$ cat src/verilog/ser_pkg.sv
// Package of constants and carrier types for the serial channel event block.
// Assumes a single 40 MHz module clock and synchronous active-high reset.
package ser_pkg;

  // ------------------------------------------------------------------
  // Control register layout
  // ------------------------------------------------------------------
  localparam int MODE_LSB      = 0;
  localparam int MODE_MSB      = 2;
  localparam int PARITY_ERR_BIT = 8;
  localparam int FRAME_ERR_BIT = 9;
  localparam int OVRUN_ERR_BIT = 10;
  localparam int PARITY_SEL_BIT = 12;
  localparam logic [15:0] CTRL_RESET = 16'h0000;

  // ------------------------------------------------------------------
  // Frame mode encodings
  // ------------------------------------------------------------------
  localparam logic [2:0] MODE_SYNC8     = 3'h0;
  localparam logic [2:0] MODE_ASYNC8    = 3'h1;
  localparam logic [2:0] MODE_ASYNC7P   = 3'h3;
  localparam logic [2:0] MODE_ASYNC8P   = 3'h7;

  // ------------------------------------------------------------------
  // Baud reload values and pulse timing
  // ------------------------------------------------------------------
  localparam int RELOAD_W = 13;
  localparam logic [12:0] RELOAD_RESET = 13'h0000;
  localparam logic [12:0] RELOAD_TABLE [0:8] = '{
    13'h0002, 13'h0005, 13'h000B, 13'h0011, 13'h0023,
    13'h0047, 13'h008F, 13'h011F, 13'h023F};
  localparam int PULSE_CYCLES = 2;

  // ------------------------------------------------------------------
  // Carrier types
  // ------------------------------------------------------------------
  typedef enum logic [1:0] {
    SER_FMT_7P  = 2'b00,
    SER_FMT_8P  = 2'b01,
    SER_FMT_8N  = 2'b10
  } ser_format_type;

  typedef struct packed {
    logic           valid;      // One-cycle detection strobe; success only with rate_index 8 or less.
    ser_format_type format;
    logic           odd;
    logic [3:0]     rate_index;
  } ser_detect_type;

  typedef struct packed {
    logic valid;       // Frame completed and moved to receive buffer.
    logic stop_low;    // Any expected stop bit sampled low.
    logic parity_bad;  // Received parity mismatches selected parity.
  } ser_rx_done_type;

  typedef struct packed {
    logic tx_buffer;
    logic transmit;
    logic receive;
    logic error;
    logic ab_start;
    logic ab_detected;
  } ser_irq_type;

endpackage

$ cat src/verilog/ser_event_ctrl.sv
// Event, error flag and autobaud write-back logic of the async serial channel.
// Assumes the shift datapath and detector drive one-cycle strobes on clk.
`timescale 1ns/10ps

// What this block does
// - On detection success, overwrite only mode field and parity-select bit.
// - Mode 011 for 7-bit parity, 111 for 8-bit parity, 001 without.
// - Load 13-bit baud reload from nine-entry table by detected rate index.
// - Error interrupt pulses in same cycle as receive interrupt.
// - Async only: enabled framing check sets framing flag on low stop bit.
// - Async parity modes: enabled parity check flags mismatch.
// - Enabled overrun check flags frame completing before buffer was read.
// - Four main interrupt outputs pulse exactly two clock periods.
// - Error flags stay set until software clears them.
// - Transmit-buffer interrupt pulses on buffer-to-shifter move.
// - Transmit interrupt: async before last bit, sync after last bit.
// - Receive interrupt pulses when frame enters receive buffer.
// - Buffer may be rewritten while shifter still sends previous word.
// - Autobaud start interrupt per start bit when all three enables set.
// - Autobaud detected interrupt after second character on success.
// - First-character enable adds detected interrupt after first char.
// - Error flags at bits 8, 9, 10; set only while check enabled.
// - Mode at bits 2..0, parity select at 12; software and hardware write.
module ser_event_ctrl (
  input  wire logic                  clk,               // Module clock, 40 MHz.
  input  wire logic                  sys_rst,           // Synchronous reset, high.
  input  wire logic                  ctrl_wr,           // Software write strobe.
  input  wire logic [15:0]           ctrl_wdata,        // Software write data.
  input  wire logic                  reload_wr,         // Software reload write strobe.
  input  wire logic [12:0]           reload_wdata,      // Software reload data.
  input  wire logic                  framing_check_enable, // Framing check on.
  input  wire logic                  parity_check_enable,  // Parity check on.
  input  wire logic                  overrun_check_enable, // Overrun check on.
  input  wire logic                  rbuf_read,         // Receive buffer read strobe.
  input  wire ser_pkg::ser_rx_done_type rx_done,        // Frame-complete strobe.
  input  wire logic                  tbuf_to_shift,     // Buffer moved to shifter.
  input  wire logic                  tx_before_last,    // Async: last bit about to go.
  input  wire logic                  tx_after_last,     // Sync: last bit sent.
  input  wire logic                  autobaud_unit_enable,       // Autobaud unit on.
  input  wire logic                  autobaud_detect_enable,     // Detection on.
  input  wire logic                  autobaud_start_irq_enable,  // Start irq on.
  input  wire logic                  first_char_detect_enable,   // First-char irq on.
  input  wire logic                  start_bit_seen,    // Start bit during detection.
  input  wire logic                  first_char_seen,   // First character recognised.
  input  wire ser_pkg::ser_detect_type detect,          // Detection result strobe.
  output logic [15:0]                channel_control_reg,    // Control and flags.
  output logic [12:0]                baud_timer_reload_reg,  // Baud reload value.
  output ser_pkg::ser_irq_type       irq                     // Interrupt lines.
);

  // ------------------------------------------------------------------
  // Decoding
  // ------------------------------------------------------------------
  function automatic logic [2:0] fmt_to_mode(input ser_pkg::ser_format_type f);
    unique case (f)
      ser_pkg::SER_FMT_7P: fmt_to_mode = ser_pkg::MODE_ASYNC7P;
      ser_pkg::SER_FMT_8P: fmt_to_mode = ser_pkg::MODE_ASYNC8P;
      default:             fmt_to_mode = ser_pkg::MODE_ASYNC8;
    endcase
  endfunction

  wire logic [2:0] cur_mode   = channel_control_reg[ser_pkg::MODE_MSB:ser_pkg::MODE_LSB];
  wire logic       is_async   = (cur_mode != ser_pkg::MODE_SYNC8);
  wire logic       has_parity = (cur_mode == ser_pkg::MODE_ASYNC7P) ||
                                (cur_mode == ser_pkg::MODE_ASYNC8P);
  wire logic       rate_ok    = detect.rate_index <= 4'h8;
  wire logic       det_ok     = detect.valid && rate_ok;

  // Set by a completed frame, cleared by a read of the receive buffer.
  logic        unread;

  // Error causes for the frame completing in this cycle.
  wire logic set_fe = rx_done.valid && framing_check_enable && is_async &&
                      rx_done.stop_low;
  wire logic set_pe = rx_done.valid && parity_check_enable && is_async &&
                      has_parity && rx_done.parity_bad;
  wire logic set_oe = rx_done.valid && overrun_check_enable && unread;
  wire logic any_err = set_fe || set_pe || set_oe;

  // ------------------------------------------------------------------
  // Control register next value
  // ------------------------------------------------------------------
  logic [15:0] next_ctrl;
  always_comb begin
    next_ctrl = ctrl_wr ? ctrl_wdata : channel_control_reg;
    if (det_ok) begin
      next_ctrl[ser_pkg::MODE_MSB:ser_pkg::MODE_LSB] = fmt_to_mode(detect.format);
      next_ctrl[ser_pkg::PARITY_SEL_BIT] =
        (detect.format == ser_pkg::SER_FMT_8N) ? 1'b0 : detect.odd;
    end
    // Hardware set wins over a software clear in the same cycle.
    if (set_pe) next_ctrl[ser_pkg::PARITY_ERR_BIT] = 1'b1;
    if (set_fe) next_ctrl[ser_pkg::FRAME_ERR_BIT]  = 1'b1;
    if (set_oe) next_ctrl[ser_pkg::OVRUN_ERR_BIT]  = 1'b1;
  end

  wire logic [12:0] next_reload =
    det_ok    ? ser_pkg::RELOAD_TABLE[detect.rate_index] :
    reload_wr ? reload_wdata : baud_timer_reload_reg;

  // ------------------------------------------------------------------
  // Interrupt requests
  // ------------------------------------------------------------------
  wire logic req_tb  = tbuf_to_shift;
  wire logic req_tx  = is_async ? tx_before_last : tx_after_last;
  wire logic req_rx  = rx_done.valid;
  wire logic req_er  = rx_done.valid && any_err;
  wire logic ab_run  = autobaud_unit_enable && autobaud_detect_enable;
  wire logic req_abs = ab_run && autobaud_start_irq_enable && start_bit_seen;
  wire logic req_abd = (ab_run && first_char_detect_enable && first_char_seen) ||
                       det_ok;

  // Each stretch register holds the request from the previous cycle so the
  // output stays high for two clocks per request.
  logic [3:0] held;
  wire  logic [3:0] req4 = {req_tb, req_tx, req_rx, req_er};
  wire  logic [3:0] next_irq4 = req4 | held;

  // ------------------------------------------------------------------
  // Registers
  // ------------------------------------------------------------------
  always_ff @(posedge clk) begin
    if (sys_rst) begin
      channel_control_reg   <= ser_pkg::CTRL_RESET;
      baud_timer_reload_reg <= ser_pkg::RELOAD_RESET;
      unread                <= 1'b0;
      held                  <= 4'h0;
      irq                   <= '0;
    end else begin
      channel_control_reg   <= next_ctrl;
      baud_timer_reload_reg <= next_reload;
      unread                <= rx_done.valid ? 1'b1 : (rbuf_read ? 1'b0 : unread);
      held                  <= req4;
      irq.tx_buffer         <= next_irq4[3];
      irq.transmit          <= next_irq4[2];
      irq.receive           <= next_irq4[1];
      irq.error             <= next_irq4[0];
      irq.ab_start          <= req_abs;
      irq.ab_detected       <= req_abd;
    end
  end

endmodule // ser_event_ctrl

$ cat config.mk
export PLATFORM = sky130hd
export DESIGN_NAME = ser_event_ctrl
export DESIGN_NICKNAME = d
export VERILOG_FILES = /design/src/verilog/ser_pkg.sv /design/src/verilog/ser_event_ctrl.sv
export SDC_FILE = /design/constraint.sdc
export NUM_CORES = 1
export LEC_CHECK = 0
export BUFFER_PORTS_ARGS = -buffer_cell sky130_fd_sc_hd__clkbuf_2
export CAP_MARGIN = 40
export CORE_UTILIZATION = 44
export CTS_CLUSTER_SIZE = 24
export DETAILED_ROUTE_END_ITERATION = 8
export PLACE_DENSITY = 0.79
export SKIP_CTS_REPAIR_TIMING = 1
export SYNTH_ARGS = -nofsm -noshare
export SYNTH_HDL_FRONTEND = slang
export SYNTH_SLANG_ARGS = --single-unit
$ cat constraint.sdc
create_clock -name clk -period 1.9 [get_ports clk]
set_clock_uncertainty 0.2 [all_clocks]
set_input_delay 0.38 -clock clk [delete_from_list [all_inputs] [get_ports clk]]
set_output_delay 0.38 -clock clk [all_outputs]
set_load 0.02 [all_outputs]
==> insert_results.sql <==
INSERT INTO impl_metrics (metric_group, metric, value, unit) VALUES
('status', 'status', 'finished clean', ''),
('synth', 'netlist_area', '1710', 'um^2'),
('timing', 'fin_setup_tns', '0', 'ns'),
('grt', 'global_route_wire_length_before_repair', '6160', 'um'),
('grt', 'grt_max_degree', '21', ''),
('synth', 'synth.ff_latch_count', '40', ''),
('worst_setup_path', 'worstRegToRegCells', '3', ''),
('drt', 'remaining_drc_errors', '0', ''),
('synth', 'synth_nets', '231', ''),
('synth', 'yosysSeqAreaShare', '47.0', '%'),
('cts', 'clock_latency', '0.28', 'ns'),
('synth', 'synth.yosys.warnings', '0', ''),
('cells_and_area', 'drive_above_1_share', '41.0', '%'),
('cts', 'cts_made_buffers', '5', ''),
('cts', 'numClockSinks', '40', ''),
('drt', 'postRouteWirelength', '3980', 'um'),
('floorplan', 'start_util', '46.2', '%'),
('worst_setup_path', 'critPathSlowestCell', 'sky130_fd_sc_hd__o31a_4', ''),
('floorplan', 'chipHeight', '64.3', 'um'),
('worst_setup_path', 'worst-endpoint-arrival', '1.42', 'ns'),
('cts', 'ctsRootBufferMaster', 'sky130_fd_sc_hd__clkbuf_8', ''),
('power_and_ir_drop', 'vdd_ir_drop_max', '0.348', 'mV'),
('place', 'dp.final_hpwl', '3060', 'um'),
('worst_setup_path', 'critPathTopFamily', 'compound AO/OA/AOI/OAI gates', ''),
('drt', 'drtIter0Drc', '85', ''),
('run', 'max-cap-violations', '0', ''),
('timing', 'slew_viol_final', '0', ''),
('drt', 'met3WireLength', '283', 'um'),
('synth', 'yosys.cell_types.count', '34', ''),
('worst_hold_path', 'hold_path_depth', '3', ''),
('cts', 'cts.path.max_buffers', '2', ''),
('synth', 'synthCells', '174', ''),
('timing', 'min_period_over_period', '77.3', '%'),
('place', 'buffer_ports.inserted', '91', ''),
('cells_and_area', 'final_cell_area', '2320', 'um^2'),
('timing', 'max_freq', '681', 'MHz'),
('floorplan', 'placement_rows', '22', ''),
('drt', 'wirelength_met1', '1730', 'um'),
('floorplan', 'io-pin-count', '92', ''),
('place', 'finalWeightedCongestion', '0.839', ''),
('grt', 'grt.total_usage', '19.5', '%'),
('worst_hold_path', 'worstHoldPathType', 'input pin to flop', ''),
('worst_setup_path', 'timing.critical_path.cells', 'clkbuf_2 -> o31a_4 -> nor2_1 -> a211oi_1', ''),
('worst_setup_path', 'critical_path.startpoint_type', 'input pin', ''),
('cells_and_area', 'finalNetCount', '322', ''),
('power_and_ir_drop', 'power_density', '869', 'nW/um^2'),
('timing', 'finalHoldViolations', '0', ''),
('worst_setup_path', 'required_arrival_time_at_the_worst_endpoint', '1.85', 'ns'),
('timing', 'setup_viol_count_final', '0', ''),
('worst_setup_path', 'critical_path_class', 'input pin to flop', ''),
('worst_setup_path', 'critical_path.n_buffers_inverters', '1', ''),
('floorplan', 'die_area', '4130', 'um^2'),
('grt', 'grt_pass1_vias', '1408', ''),
('cts', 'cts_max_level', '2', ''),
('grt', 'globalRouteOverflowTotal', '0', ''),
('cells_and_area', 'max_ffs_per_register', '16', ''),
('cts', 'cts_tree', 'built', ''),
('drt', 'routed_wire_length_per_instance', '12.7', 'um'),
('drt', 'routed-wl-met2', '1930', 'um'),
('worst_setup_path', 'critical_path.max_stage_delay', '0.41', 'ns'),
('timing', 'slew_headroom', '74.0', '%'),
('place', 'placed_cell_area', '2190', 'um^2'),
('cts', 'cts.reportedPaths.clkPinSlew', '0.08', 'ns'),
('synth', 'syn_area_per_cell', '9.80', 'um^2'),
('worst_setup_path', 'rrSetupSlack', '0.48', 'ns'),
('cells_and_area', 'areaGrowthSynthToFinish', '35.9', '%'),
('drt', 'vias_per_cell', '5.15', ''),
('drt', 'drt_pass1_iterations', '4', ''),
('floorplan', 'floorplan.die.width', '64.3', 'um'),
('drt', 'highest-signal-layer', 'met4', ''),
('timing', 'rsz0062_at_grt', 'no', ''),
('power_and_ir_drop', 'power_leakage', '1.15', 'nW'),
('grt', 'number_of_antenna_violations_at_the_first_check_in_global_routing', '0', ''),
('worst_setup_path', 'critPathMaxFanout', '10', ''),
('drt', 'post_detailed_route_count_of_antenna_violating_nets', '0', ''),
('floorplan', 'core_region_area', '3690', 'um^2'),
('worst_setup_path', 'worst_setup_path_end_kind', 'flop', ''),
('cells_and_area', 'diodes', '0', ''),
('worst_setup_path', 'crit_cells', '4', ''),
('timing', 'final_critical_path_required_period', '1.47', 'ns'),
('drt', 'vias', '1618', ''),
('timing', 'max_slew.worst_pin.slew', '0.389', 'ns');
-- cells in the mapped netlist --
master	count	area, um^2
sky130_fd_sc_hd__dfxtp_1	40	801
sky130_fd_sc_hd__mux2i_1	25	250
sky130_fd_sc_hd__nor2_1	17	63.8
sky130_fd_sc_hd__a21oi_1	12	60.1
sky130_fd_sc_hd__nor3_1	9	45.0
sky130_fd_sc_hd__nor2b_1	7	43.8
sky130_fd_sc_hd__a211oi_1	6	45.0
sky130_fd_sc_hd__buf_2	6	30.0
sky130_fd_sc_hd__a221oi_1	5	43.8
sky130_fd_sc_hd__nand4_1	5	31.3
sky130_fd_sc_hd__inv_1	4	15.0
sky130_fd_sc_hd__nand2_1	4	15.0
sky130_fd_sc_hd__o21ai_0	4	20.0
sky130_fd_sc_hd__clkbuf_1	3	11.3
sky130_fd_sc_hd__nand2b_1	3	18.8
sky130_fd_sc_hd__a221o_1	2	20.0
sky130_fd_sc_hd__buf_6	2	22.5
sky130_fd_sc_hd__nand3_1	2	10.0
sky130_fd_sc_hd__nor4bb_1	2	20.0
sky130_fd_sc_hd__or2_2	2	12.5
sky130_fd_sc_hd__a22oi_1	1	7.51
sky130_fd_sc_hd__a31oi_1	1	6.26
sky130_fd_sc_hd__and2b_1	1	7.51
sky130_fd_sc_hd__and3_1	1	6.26
sky130_fd_sc_hd__buf_1	1	3.75
sky130_fd_sc_hd__clkinv_1	1	3.75
sky130_fd_sc_hd__mux2_2	1	11.3
sky130_fd_sc_hd__nand4b_1	1	8.76
sky130_fd_sc_hd__o2111ai_1	1	8.76
sky130_fd_sc_hd__o31a_4	1	17.5
sky130_fd_sc_hd__o31ai_4	1	21.3
sky130_fd_sc_hd__o32ai_1	1	8.76
sky130_fd_sc_hd__or3_1	1	6.26
sky130_fd_sc_hd__or3b_1	1	8.76
-- worst paths after layout --
kind                                from                      end
hold reg to reg                  held[2]                   irq[4]
setup reg to reg  channel_control_reg[0]                   irq[4]
setup / recovery               detect[1]  channel_control_reg[12]
hold / removal             tbuf_to_shift                   irq[5]
-- where the power goes --
group	switching [mW]	internal (mW)	leakage, nW
clock	0.277	0.463	0.0645
sequential	0.0258	0.894	0.331
combinational	0.200	0.152	0.752
-- worst min-delay path: stages --
cell and delay, ns:
sky130_fd_sc_hd__clkbuf_2 0.08, sky130_fd_sc_hd__nor2_1 0.03, sky130_fd_sc_hd__nor2_1 0.06
-- stage by stage --
step | cells | worst slack [ns] | util [%] | total power [mW] | hold WS (ns)
3_3_place_gp | 306 | 0.169 | 59.4 | 1.29 | 0.214
3_5_place_dp | 306 | 0.128 | 59.4 | 1.29 | 0.223
6_report | 314 | 0.432 | 62.8 | 2.01 | 0.108
5_1_grt | 314 | 0.350 | 62.8 | 2.10 | 0.114
2_1_floorplan | 174 | 0.352 | - | 1.15 | 0.211
4_1_cts | 314 | 0.431 | 62.8 | 2.03 | 0.107
-- routing by layer --
layer	track usage, %	vias to the layer above
li1	-	813
met1	22.0	733
met5	0	-
met2	34.5	68
met3	6.25	4
met4	5.83	0
-- layout by cell type (no fill, tap or decap) --
cell type	instances
sky130_fd_sc_hd__nor3_1	9
sky130_fd_sc_hd__inv_1	4
sky130_fd_sc_hd__bufinv_16	1
sky130_fd_sc_hd__nand3_1	2
sky130_fd_sc_hd__clkbuf_2	91
sky130_fd_sc_hd__nand2_1	4
sky130_fd_sc_hd__nand4b_1	1
sky130_fd_sc_hd__mux2i_1	25
sky130_fd_sc_hd__a211oi_1	6
sky130_fd_sc_hd__dfxtp_1	40
sky130_fd_sc_hd__a21oi_1	12
sky130_fd_sc_hd__clkinv_1	1
sky130_fd_sc_hd__a22oi_1	1
sky130_fd_sc_hd__or2_2	2
sky130_fd_sc_hd__clkbuf_8	7
sky130_fd_sc_hd__and3_1	1
sky130_fd_sc_hd__o31a_4	1
sky130_fd_sc_hd__mux2_2	1
sky130_fd_sc_hd__or3_1	1
sky130_fd_sc_hd__nor4bb_1	2
sky130_fd_sc_hd__nand4_1	5
sky130_fd_sc_hd__o31ai_4	1
sky130_fd_sc_hd__o32ai_1	1
sky130_fd_sc_hd__a221oi_1	5
sky130_fd_sc_hd__buf_4	5
sky130_fd_sc_hd__o2111ai_1	1
sky130_fd_sc_hd__or3b_1	1
sky130_fd_sc_hd__a31oi_1	1
sky130_fd_sc_hd__nand2b_1	3
sky130_fd_sc_hd__nor2_1	17
sky130_fd_sc_hd__a221o_1	2
sky130_fd_sc_hd__and2b_1	1
sky130_fd_sc_hd__o21ai_0	4
sky130_fd_sc_hd__nor2b_1	7
-- final cells by class --
class | instances | area (um^2)
timing repair buffer | 96 | 493
inverter | 5 | 18.8
clock inverter | 1 | 30.0
clock buffer | 7 | 96.3
tap | 48 | 60.1
sequential | 40 | 801
fill | 341 | 1370
multi-input combinational | 117 | 818
-- kinds of logic after synthesis --
family          Yosys count  share of synthesized area, %
buf+inv                  17                          5.06
mux                      26                          15.3
flops                    40                          47.0
simple gates             56                          17.5
compound gates           35                          15.2
No activity file was read; power rests on OpenSTA's default activity.
